==> src/common/bdmi_pkg.sv <==
// Purpose: shared constants and types for the banked data memory
// Assumes: 8-bit data, 9-bit effective address {bank, offset}
// Notes:   offsets are bank 0 locations unless stated

package bdmi_pkg;
   localparam int DATA_W = 8;
   localparam int ADDR_W = 8;

   localparam logic [7:0] OFS_INDIRECT_PORT_A  = 8'h00;
   localparam logic [7:0] OFS_POINTER_A        = 8'h01;
   localparam logic [7:0] OFS_INDIRECT_PORT_B  = 8'h02;
   localparam logic [7:0] OFS_POINTER_B        = 8'h03;
   localparam logic [7:0] OFS_BANK_SELECT      = 8'h04;
   localparam logic [7:0] OFS_WORKING_RESULT   = 8'h05;
   localparam logic [7:0] OFS_SFR_LAST         = 8'h3f;
   localparam logic [7:0] OFS_GPR_FIRST        = 8'h40;
   localparam logic [7:0] OFS_GPR_LAST         = 8'hbf;
   localparam logic [7:0] OFS_NV_CONTROL       = 8'h40;

   localparam int          GPR_DEPTH           = 128;
   localparam logic [7:0]  BANK_SELECT_RST     = 8'h00;
   localparam int          BANK_BIT_POS        = 0;
   localparam logic [7:0]  ZERO_BYTE           = 8'h00;

   // core-side access request
   typedef struct packed {
      logic       rdEn;
      logic       wrEn;
      logic [7:0] addr;
      logic [7:0] wrData;
   } bdmi_req_t;

   // bit-operation request for a single bit
   typedef struct packed {
      logic       en;
      logic       setBit;
      logic [2:0] bitSel;
      logic [7:0] addr;
   } bdmi_bitop_t;

   // access source selects how the address is formed
   typedef enum logic [1:0] {
      SRC_DIRECT = 2'b00,
      SRC_PORT_A = 2'b01,
      SRC_PORT_B = 2'b11
   } bdmi_src_t;
endpackage

==> src/rtl/bdmi_gpr_ram.sv <==
// Purpose: 128 x 8 general purpose RAM with whole-byte writes only
// Assumes: synchronous write, asynchronous read
// Notes:   contents are volatile and not reset

`timescale 1ns/1ps
`default_nettype none

module bdmi_gpr_ram #(
   parameter int DEPTH = 128,
   parameter int WIDTH = 8
) (
   // clock
   input  wire logic                     core_clk,
   // byte write
   input  wire logic                     wrEn,
   input  wire logic [$clog2(DEPTH)-1:0] wrAddr,
   input  wire logic [WIDTH-1:0]         wrData,
   // read
   input  wire logic [$clog2(DEPTH)-1:0] rdAddr,
   output logic      [WIDTH-1:0]         rdData
);
   import bdmi_pkg::*;

   if (DEPTH < 2 || WIDTH != DATA_W) begin
      $error("bdmi_gpr_ram: unsupported depth or width");
   end

   // (RQ1) byte-wide volatile store
   logic [WIDTH-1:0] mem [DEPTH];

   assign rdData = mem[rdAddr];

   always_ff @(posedge core_clk) begin
      if (wrEn) begin
         mem[wrAddr] <= wrData;
      end
   end
endmodule

`default_nettype wire

==> src/rtl/bdmi_data_memory.sv <==
// What this block does
// (RQ1) every location is eight bits, volatile, first address zero
// (RQ2) special area 00H-3FH in bank 0; bank 1 holds control at 40H
// (RQ3) bank 0 40H-BFH is 128 bytes of read/write RAM
// (RQ4) unused special locations read back zero
// (RQ5) read-only special registers ignore writes
// (RQ6) indirect ports act on the location named by their pointer
// (RQ7) port a reaches bank 0 only; port b follows bank select
// (RQ8) pointer at an indirect port: read zero, write ignored
// (RQ9) both pointers are real read/write registers
// (RQ10) direct accesses always go to bank 0
// (RQ11) bank select bit 0 picks the bank, bits 7-1 read zero
// (RQ12) reset clears bank select unless watchdog reset in low power
// (RQ13) bit operations change one RAM bit, others kept
// (RQ14) no memory-to-memory move; data passes the accumulator
// (RQ15) the accumulator takes the arithmetic unit results
// (RQ16) port b address is {bank bit, pointer}; unmapped bank 1 reads 0
//
// Purpose: data memory decode for the core, with indirect access
// Assumes: one access per cycle; reads are combinational
// Notes:   peripheral registers live outside; their locations are
//          forwarded on the sfr* ports

`timescale 1ns/1ps
`default_nettype none

module bdmi_data_memory #(
   parameter int GPR_WORDS = bdmi_pkg::GPR_DEPTH
) (
   // clock and reset
   input  wire logic                core_clk,
   input  wire logic                rst_n,
   // reset cause: watchdog time-out taken in sleep or idle
   input  wire logic                wdtLowPowerRst,
   // core access
   input  wire bdmi_pkg::bdmi_req_t coreReq,
   output logic [7:0]               rdData,
   // bit operation on data memory
   input  wire bdmi_pkg::bdmi_bitop_t bitOp,
   // accumulator load from the arithmetic unit
   input  wire logic                aluLoad,
   input  wire logic [7:0]          aluResult,
   output logic [7:0]               accValue,
   // external special registers (bank 0, 06H-3FH) and control at 40H
   output logic                     sfrWrEn,
   output logic                     sfrRdEn,
   output logic [7:0]               sfrAddr,
   output logic [7:0]               sfrWrData,
   input  wire logic [7:0]          sfrRdData,
   input  wire logic                sfrPresent,
   input  wire logic                sfrReadOnly,
   output logic                     nvCtrlWrEn,
   output logic                     nvCtrlRdEn,
   input  wire logic [7:0]          nvCtrlRdData,
   // state
   output logic                     bankSel
);
   import bdmi_pkg::*;

   // elaboration check: the decode below is fixed to 128 bytes
   if (GPR_WORDS != GPR_DEPTH) begin
      $error("bdmi_data_memory: GPR_WORDS must be 128");
   end

   localparam int GA_W = $clog2(GPR_WORDS);

   logic [7:0] pointerA_reg;
   logic [7:0] pointerB_reg;
   logic       bankSel_reg;
   logic       bankSelHeld_reg;
   logic [7:0] acc_reg;

   function automatic logic isPort(input logic [7:0] a);
      return (a == OFS_INDIRECT_PORT_A) || (a == OFS_INDIRECT_PORT_B);
   endfunction

   function automatic logic isGpr(input logic [7:0] a);
      return (a >= OFS_GPR_FIRST) && (a <= OFS_GPR_LAST);
   endfunction

   // (RQ6) resolve source
   // a port access never touches a register; it is redirected
   wire        dirA   = (coreReq.addr == OFS_INDIRECT_PORT_A);
   wire        dirB   = (coreReq.addr == OFS_INDIRECT_PORT_B);
   wire bdmi_src_t src = dirA ? SRC_PORT_A : (dirB ? SRC_PORT_B : SRC_DIRECT);

   // (RQ7) bank per port
   // (RQ10) direct is bank 0
   // (RQ16) port b address
   wire [7:0] effAddr = (src == SRC_PORT_A) ? pointerA_reg :
                        (src == SRC_PORT_B) ? pointerB_reg : coreReq.addr;
   wire       effBank = (src == SRC_PORT_B) ? bankSel_reg : 1'b0;

   // (RQ8) pointer aimed at a port
   wire nullAcc = (src != SRC_DIRECT) && isPort(effAddr);

   // (RQ2) bank decode
   wire b0      = !effBank && !nullAcc;
   wire hitPtrA = b0 && (effAddr == OFS_POINTER_A);
   wire hitPtrB = b0 && (effAddr == OFS_POINTER_B);
   wire hitBank = b0 && (effAddr == OFS_BANK_SELECT);
   wire hitAcc  = b0 && (effAddr == OFS_WORKING_RESULT);
   wire hitGpr  = b0 && isGpr(effAddr);
   wire hitSfr  = b0 && (effAddr > OFS_WORKING_RESULT) &&
                  (effAddr <= OFS_SFR_LAST);
   wire hitNv   = effBank && !nullAcc && (effAddr == OFS_NV_CONTROL);

   wire wr = coreReq.wrEn;
   wire rd = coreReq.rdEn;

   // (RQ13) read-modify-write of one bit, bank 0 only
   wire        bitHitGpr = bitOp.en && isGpr(bitOp.addr);
   wire [GA_W-1:0] bitIdx = GA_W'(bitOp.addr - OFS_GPR_FIRST);
   wire [GA_W-1:0] accIdx = GA_W'(effAddr - OFS_GPR_FIRST);
   wire [GA_W-1:0] ramRdIdx = bitHitGpr ? bitIdx : accIdx;
   wire [7:0]  ramRd;
   wire [7:0]  bitMask = 8'h01 << bitOp.bitSel;
   wire [7:0]  bitNew  = bitOp.setBit ? (ramRd | bitMask)
                                      : (ramRd & ~bitMask);

   // (RQ3) general purpose RAM
   wire        ramWe   = bitHitGpr || (wr && hitGpr);
   wire [7:0]  ramWd   = bitHitGpr ? bitNew : coreReq.wrData;

   bdmi_gpr_ram #(
      .DEPTH (GPR_WORDS),
      .WIDTH (DATA_W)
   ) u_ram (
      .core_clk (core_clk),
      .wrEn     (ramWe),
      .wrAddr   (ramRdIdx),
      .wrData   (ramWd),
      .rdAddr   (ramRdIdx),
      .rdData   (ramRd)
   );

   // (RQ5) read-only sfr writes dropped
   assign sfrAddr    = effAddr;
   assign sfrWrData  = coreReq.wrData;
   assign sfrWrEn    = wr && hitSfr && sfrPresent && !sfrReadOnly;
   assign sfrRdEn    = rd && hitSfr;
   assign nvCtrlWrEn = wr && hitNv;
   assign nvCtrlRdEn = rd && hitNv;

   // (RQ11) bit 0 only, upper bits zero
   wire [7:0] bankView = {7'h00, bankSel_reg};

   // (RQ4) unused reads zero
   // (RQ16) unmapped bank 1 reads zero
   // (RQ14) single source per read; no path from a read to a write
   assign rdData = !rd      ? ZERO_BYTE :
                   hitPtrA  ? pointerA_reg :
                   hitPtrB  ? pointerB_reg :
                   hitBank  ? bankView :
                   hitAcc   ? acc_reg :
                   hitGpr   ? ramRd :
                   (hitSfr && sfrPresent) ? sfrRdData :
                   hitNv    ? nvCtrlRdData : ZERO_BYTE;

   // (RQ9) pointer registers
   always_ff @(posedge core_clk or negedge rst_n) begin
      if (!rst_n) begin
         pointerA_reg <= ZERO_BYTE;
         pointerB_reg <= ZERO_BYTE;
      end else begin
         if (wr && hitPtrA) pointerA_reg <= coreReq.wrData;
         if (wr && hitPtrB) pointerB_reg <= coreReq.wrData;
      end
   end

   // (RQ15) accumulator load, alu result wins over a store
   always_ff @(posedge core_clk or negedge rst_n) begin
      if (!rst_n) begin
         acc_reg <= ZERO_BYTE;
      end else if (aluLoad) begin
         acc_reg <= aluResult;
      end else if (wr && hitAcc) begin
         acc_reg <= coreReq.wrData;
      end
   end

   // bank bit backup: frozen while reset is low, otherwise it would
   // copy the forced zero and a watchdog restore would lose the bank
   always_ff @(posedge core_clk) begin
      if (rst_n) begin
         bankSelHeld_reg <= bankSel_reg;
      end
   end

   // (RQ12) bank select after reset
   // async reset forces zero; on release the held value is restored if
   // the reset was a watchdog time-out in low power
   logic rstSeen_reg;
   always_ff @(posedge core_clk or negedge rst_n) begin
      if (!rst_n) begin
         bankSel_reg <= BANK_SELECT_RST[BANK_BIT_POS];
         rstSeen_reg <= 1'b1;
      end else begin
         rstSeen_reg <= 1'b0;
         if (rstSeen_reg && wdtLowPowerRst) begin
            bankSel_reg <= bankSelHeld_reg;
         end else if (wr && hitBank) begin
            bankSel_reg <= coreReq.wrData[BANK_BIT_POS];
         end
      end
   end

   assign accValue = acc_reg;
   assign bankSel  = bankSel_reg;

   // assertions: same-cycle decode and one-cycle register effects
   direct_bank0_a: assert property (@(posedge core_clk) disable iff (!rst_n)
      (src == SRC_DIRECT) |-> !effBank) // RQ10
      else $error("direct access left bank 0");

   port_a_bank0_a: assert property (@(posedge core_clk) disable iff (!rst_n)
      (src == SRC_PORT_A) |-> !effBank && !hitNv) // RQ7
      else $error("port a reached bank 1");

   null_read_a: assert property (@(posedge core_clk) disable iff (!rst_n)
      (rd && nullAcc) |-> rdData == ZERO_BYTE) // RQ8
      else $error("port self read not zero");

   null_write_a: assert property (@(posedge core_clk) disable iff (!rst_n)
      (wr && nullAcc && !aluLoad && !bitOp.en) |=>
      $stable(pointerA_reg) && $stable(pointerB_reg) &&
      $stable(acc_reg) && $stable(bankSel_reg)) // RQ8
      else $error("port self write changed state");

   bank_view_a: assert property (@(posedge core_clk) disable iff (!rst_n)
      (rd && hitBank) |-> rdData[7:1] == 7'h00) // RQ11
      else $error("bank select upper bits not zero");

   ptr_write_a: assert property (@(posedge core_clk) disable iff (!rst_n)
      (wr && hitPtrB) |=> pointerB_reg == $past(coreReq.wrData)) // RQ9
      else $error("pointer b not written");

   bank_write_a: assert property (@(posedge core_clk) disable iff (!rst_n)
      (wr && hitBank && !rstSeen_reg) |=>
      bankSel_reg == $past(coreReq.wrData[0])) // RQ11
      else $error("bank select not written");

   ro_guard_a: assert property (@(posedge core_clk) disable iff (!rst_n)
      sfrReadOnly |-> !sfrWrEn) // RQ5
      else $error("write reached a read-only register");

   acc_load_a: assert property (@(posedge core_clk) disable iff (!rst_n)
      aluLoad |=> accValue == $past(aluResult)) // RQ15
      else $error("accumulator missed alu result");

   unused_zero_a: assert property (@(posedge core_clk) disable iff (!rst_n)
      (rd && hitSfr && !sfrPresent) |-> rdData == ZERO_BYTE) // RQ4
      else $error("unused location read not zero");

   bank1_zero_a: assert property (@(posedge core_clk) disable iff (!rst_n)
      (rd && effBank && !hitNv) |-> rdData == ZERO_BYTE) // RQ16
      else $error("unmapped bank 1 read not zero");
endmodule

`default_nettype wire

==> config.mk <==
export PLATFORM = sky130hd
export DESIGN_NAME = bdmi_data_memory
export DESIGN_NICKNAME = d
export VERILOG_FILES = /design/src/common/bdmi_pkg.sv /design/src/rtl/bdmi_gpr_ram.sv /design/src/rtl/bdmi_data_memory.sv
export SDC_FILE = /design/constraint.sdc
export NUM_CORES = 1
export LEC_CHECK = 0
export BUFFER_PORTS_ARGS = -buffer_cell sky130_fd_sc_hd__buf_4
export CORE_MARGIN = 3
export CORE_UTILIZATION = 25
export CTS_CLUSTER_DIAMETER = 60
export DETAILED_ROUTE_END_ITERATION = 16
export HOLD_SLACK_MARGIN = 0.03
export PLACE_DENSITY = 0.37
export SLEW_MARGIN = 10
export SYNTH_ARGS = -nofsm -noshare
export SYNTH_HDL_FRONTEND = slang
export SYNTH_HIERARCHICAL = 1
export SYNTH_SLANG_ARGS = --single-unit
==> constraint.sdc <==
create_clock -name core_clk -period 24.8 [get_ports core_clk]
set_input_delay 0 -clock core_clk [delete_from_list [all_inputs] [get_ports core_clk]]
set_output_delay 0 -clock core_clk [all_outputs]
set_load 0.02 [all_outputs]
==> impl_metrics.yaml <==
status:
  status: "completed"
final_layout:
  mostFrequentLayoutCells: "1025 x edfxtp_1, 336 x mux4_2, 181 x buf_4"
  drive_above_1_share_pct: 34.4
  final_area_um2: 50000
  final_common_cell: "edfxtp_1"
  syn_to_final_growth_pct: 19.5
  fillers: 16000
  largest_reg_flops: 1024
  regMostFlops: "u_ram/mem"
  num-nets-final: 2205
cts:
  cts-htree-levels: 3
  cts_setup_buffers: 0
  ctsRootBufferMaster: "clkbuf_16"
  cts_resized: 0
  cts.sinks: 1051
  cts_buffers: 118
  clk_path_buf_depth: 3
  clk-insertion-delay-late_ps: 720
  cts_tree: "done"
  clkTransAtPathRegs_ps: 60
sta:
  hold_viol_final: 0
  relSlewSlack_pct: 17.8
  rsz0062_at_grt: "no"
  hold_ws_ps: 143
  fin_crit_sh_pct: 28.7
  skew_ps: 29.9
  setup_tns_ps: 0
  post-route-min-period_ps: 7110
  worstMarginPinSlew_ps: 1230
  final_max_slew_viol_count: 0
  setup_viol: 0
  fmax_mhz: 141
  fin_ws_ps: 17690
detailed_routing:
  drtIter0Drc: 1708
  wl_um: 120000
  firstDrtPassIters: 6
  routed_via_density: 4.66
  ant_nets: 0
  drc: 0
  vias: 20700
  wl_per_cell_um: 27.1
placement:
  placed_area_um2: 45700
  dp_hpwl_um: 73000
  port_buffers: 97
  globalplace.congestion: 0.809
  post-place-ws_ps: 17410
worst_setup_path:
  r2r_cells: 13
  critPathLaunchType: "flop"
  crit_type: "reg2out"
  r2r-start: "pointerB_reg[0]$_DFFE_PN0P_"
  cp.required_ps: 24800
  end_kind: "output port"
  cp-endpoint: "rdData[2]"
  r2r_slack_ps: 17770
  setup.worst_path.start: "pointerB_reg[0]$_DFFE_PN0P_"
  worst_ep_arrival_time_ps: 7110
  cp_max_fo: 42
  r2r-end: "u_ram/mem[56][1]$_DFFE_PP_"
floorplan:
  ios: 98
  start_util_pct: 25.3
  dieHeight_um: 415
  row_count: 149
  die_width_um: 415
  coreArea_um2: 166000
  die_area_um2: 172000
power_and_ir_drop:
  p_leak_uw: 0.0156
  power_density_nw_per_um2: 83.2
  ir_worst_vdd_uv: 48.7
synthesis:
  async_flop_share_pct: 2.47
  syn-mean-instance-area_um2: 22.0
  synthCells: 1901
  synth_area_um2: 41900
  synth_flop_cell: "edfxtp_1"
  ys_seq_area_share_pct: 75.0
  ys_ff_latch: 1051
  ys_warn_count: 6
  syn-num-nets: 1963
  synth_cell_type_count: 56
  synth_edf_count: 1025
global_route:
  antenna_found_initial: 4
  grt_usage_pct: 13.9
  grt_start_max_net_pins: 146
  gr-total-overflow: 0
  grt_pass1_wl_um: 171000
  grt_pass1_vias: 21500
worst_hold_path:
  hold_path.class: "in2reg"
  min_path_cells: 3
  hp-start: "aluLoad"
job:
  cap_violations: 0
==> cells in the mapped netlist (2+ instances only) <==
cell,count,area share [%]
a21o_1,8,0.14
dfrtp_1,25,1.5
nor2b_1,7,0.10
clkbuf_1,51,0.46
or4_1,3,0.054
nand2_1,38,0.34
mux2i_1,25,0.60
and4b_1,2,0.048
o311a_1,2,0.048
nor3b_1,4,0.072
o21ai_0,18,0.22
a21oi_1,9,0.11
nand3_1,14,0.17
a31oi_1,4,0.060
buf_4,20,0.36
mux4_2,336,18
inv_1,12,0.11
o22ai_1,8,0.12
or3_1,6,0.090
o32ai_1,7,0.15
a221oi_1,7,0.15
nor4_2,2,0.060
nor3_1,19,0.23
nor3_2,2,0.048
buf_6,2,0.054
edfxtp_1,1025,73
mux2_2,28,0.75
nor2_1,138,1.2
nand2b_1,5,0.075
nor4_1,5,0.075
o21ai_1,5,0.060
nand4_1,4,0.060
buf_1,19,0.17
buf_2,19,0.23
==> worst min path at each step <==
stage                                  endpoint  slack [ps]
floorplan               accValue[0]$_DFFE_PN0P_        -300
global placement        accValue[6]$_DFFE_PN0P_         -70
detailed placement      accValue[1]$_DFFE_PN0P_         -60
CTS                     accValue[1]$_DFFE_PN0P_          50
global route        pointerA_reg[4]$_DFFE_PN0P_         140
finish                  accValue[1]$_DFFE_PN0P_         140
==> power breakdown <==
group | internal [uW] | switching [uW]
logic | 162 | 266
registers | 2010 | 5.45
clock network | 1010 | 710
==> stage by stage <==
step	power (uW)	std cells	util [%]
2_1_floorplan	2330	1901	-
3_3_place_gp	2480	4163	27.6
3_5_place_dp	2490	4163	27.6
5_1_grt	4320	4429	30.2
6_report	4160	4430	30.2
4_1_cts	4230	4428	30.2
==> critical path, cell delays in order (launching register included) <==
cell and delay, ps:
dfrtp_1 370, mux2i_1 120, nor3_1 250, nor2_1 210, a21oi_4 820, buf_4 890, buf_4 750, mux4_2 590
mux4_2 590, mux4_2 570, mux2_2 310, a21o_1 230, a221oi_1 260, o32ai_1 140, buf_4 190
==> cells by family after synthesis <==
| logic type | after synthesis | share of synthesized area [%] |
|---|---|---|
| compound gates | 77 | 1.26 |
| xor+xnor | 1 | 0.0209 |
| fa+ha+maj | 1 | 0.0299 |
| buf+inv | 123 | 1.37 |
| flops | 1051 | 75.0 |
| mux | 391 | 19.5 |
| other cells | 1 | 0.00895 |
| simple gates | 256 | 2.78 |
==> layout make-up <==
cell class	count	area (um2)	area share [%]
timing repair buffer	233	1920	3.84
multi-input combinational	727	10100	20.2
antenna	1	2.50	0.00500
tap	2189	2740	5.47
sequential	1051	31400	62.8
clock inverter	75	682	1.36
inverter	12	45.0	0.0900
clock buffer	142	3130	6.25
==> metal layers <==
layer	share of wire (%)	track usage, %	wire [um]	vias up
met2	48	22.3	57200	500
li1	-	-	-	8540
met4	2.1	3.70	2480	2
met1	47	19.7	55900	11500
met5	0.0058	0	7	-
met3	3.8	1.97	4510	141
==> what timing repair did <==
action / in CTS / in global routing
hold endpoints to repair: 116 / 0
hold buffers: 48 / 0
endpoints found under the setup margin: 0 / 0
No activity file was read; power rests on OpenSTA's default activity.
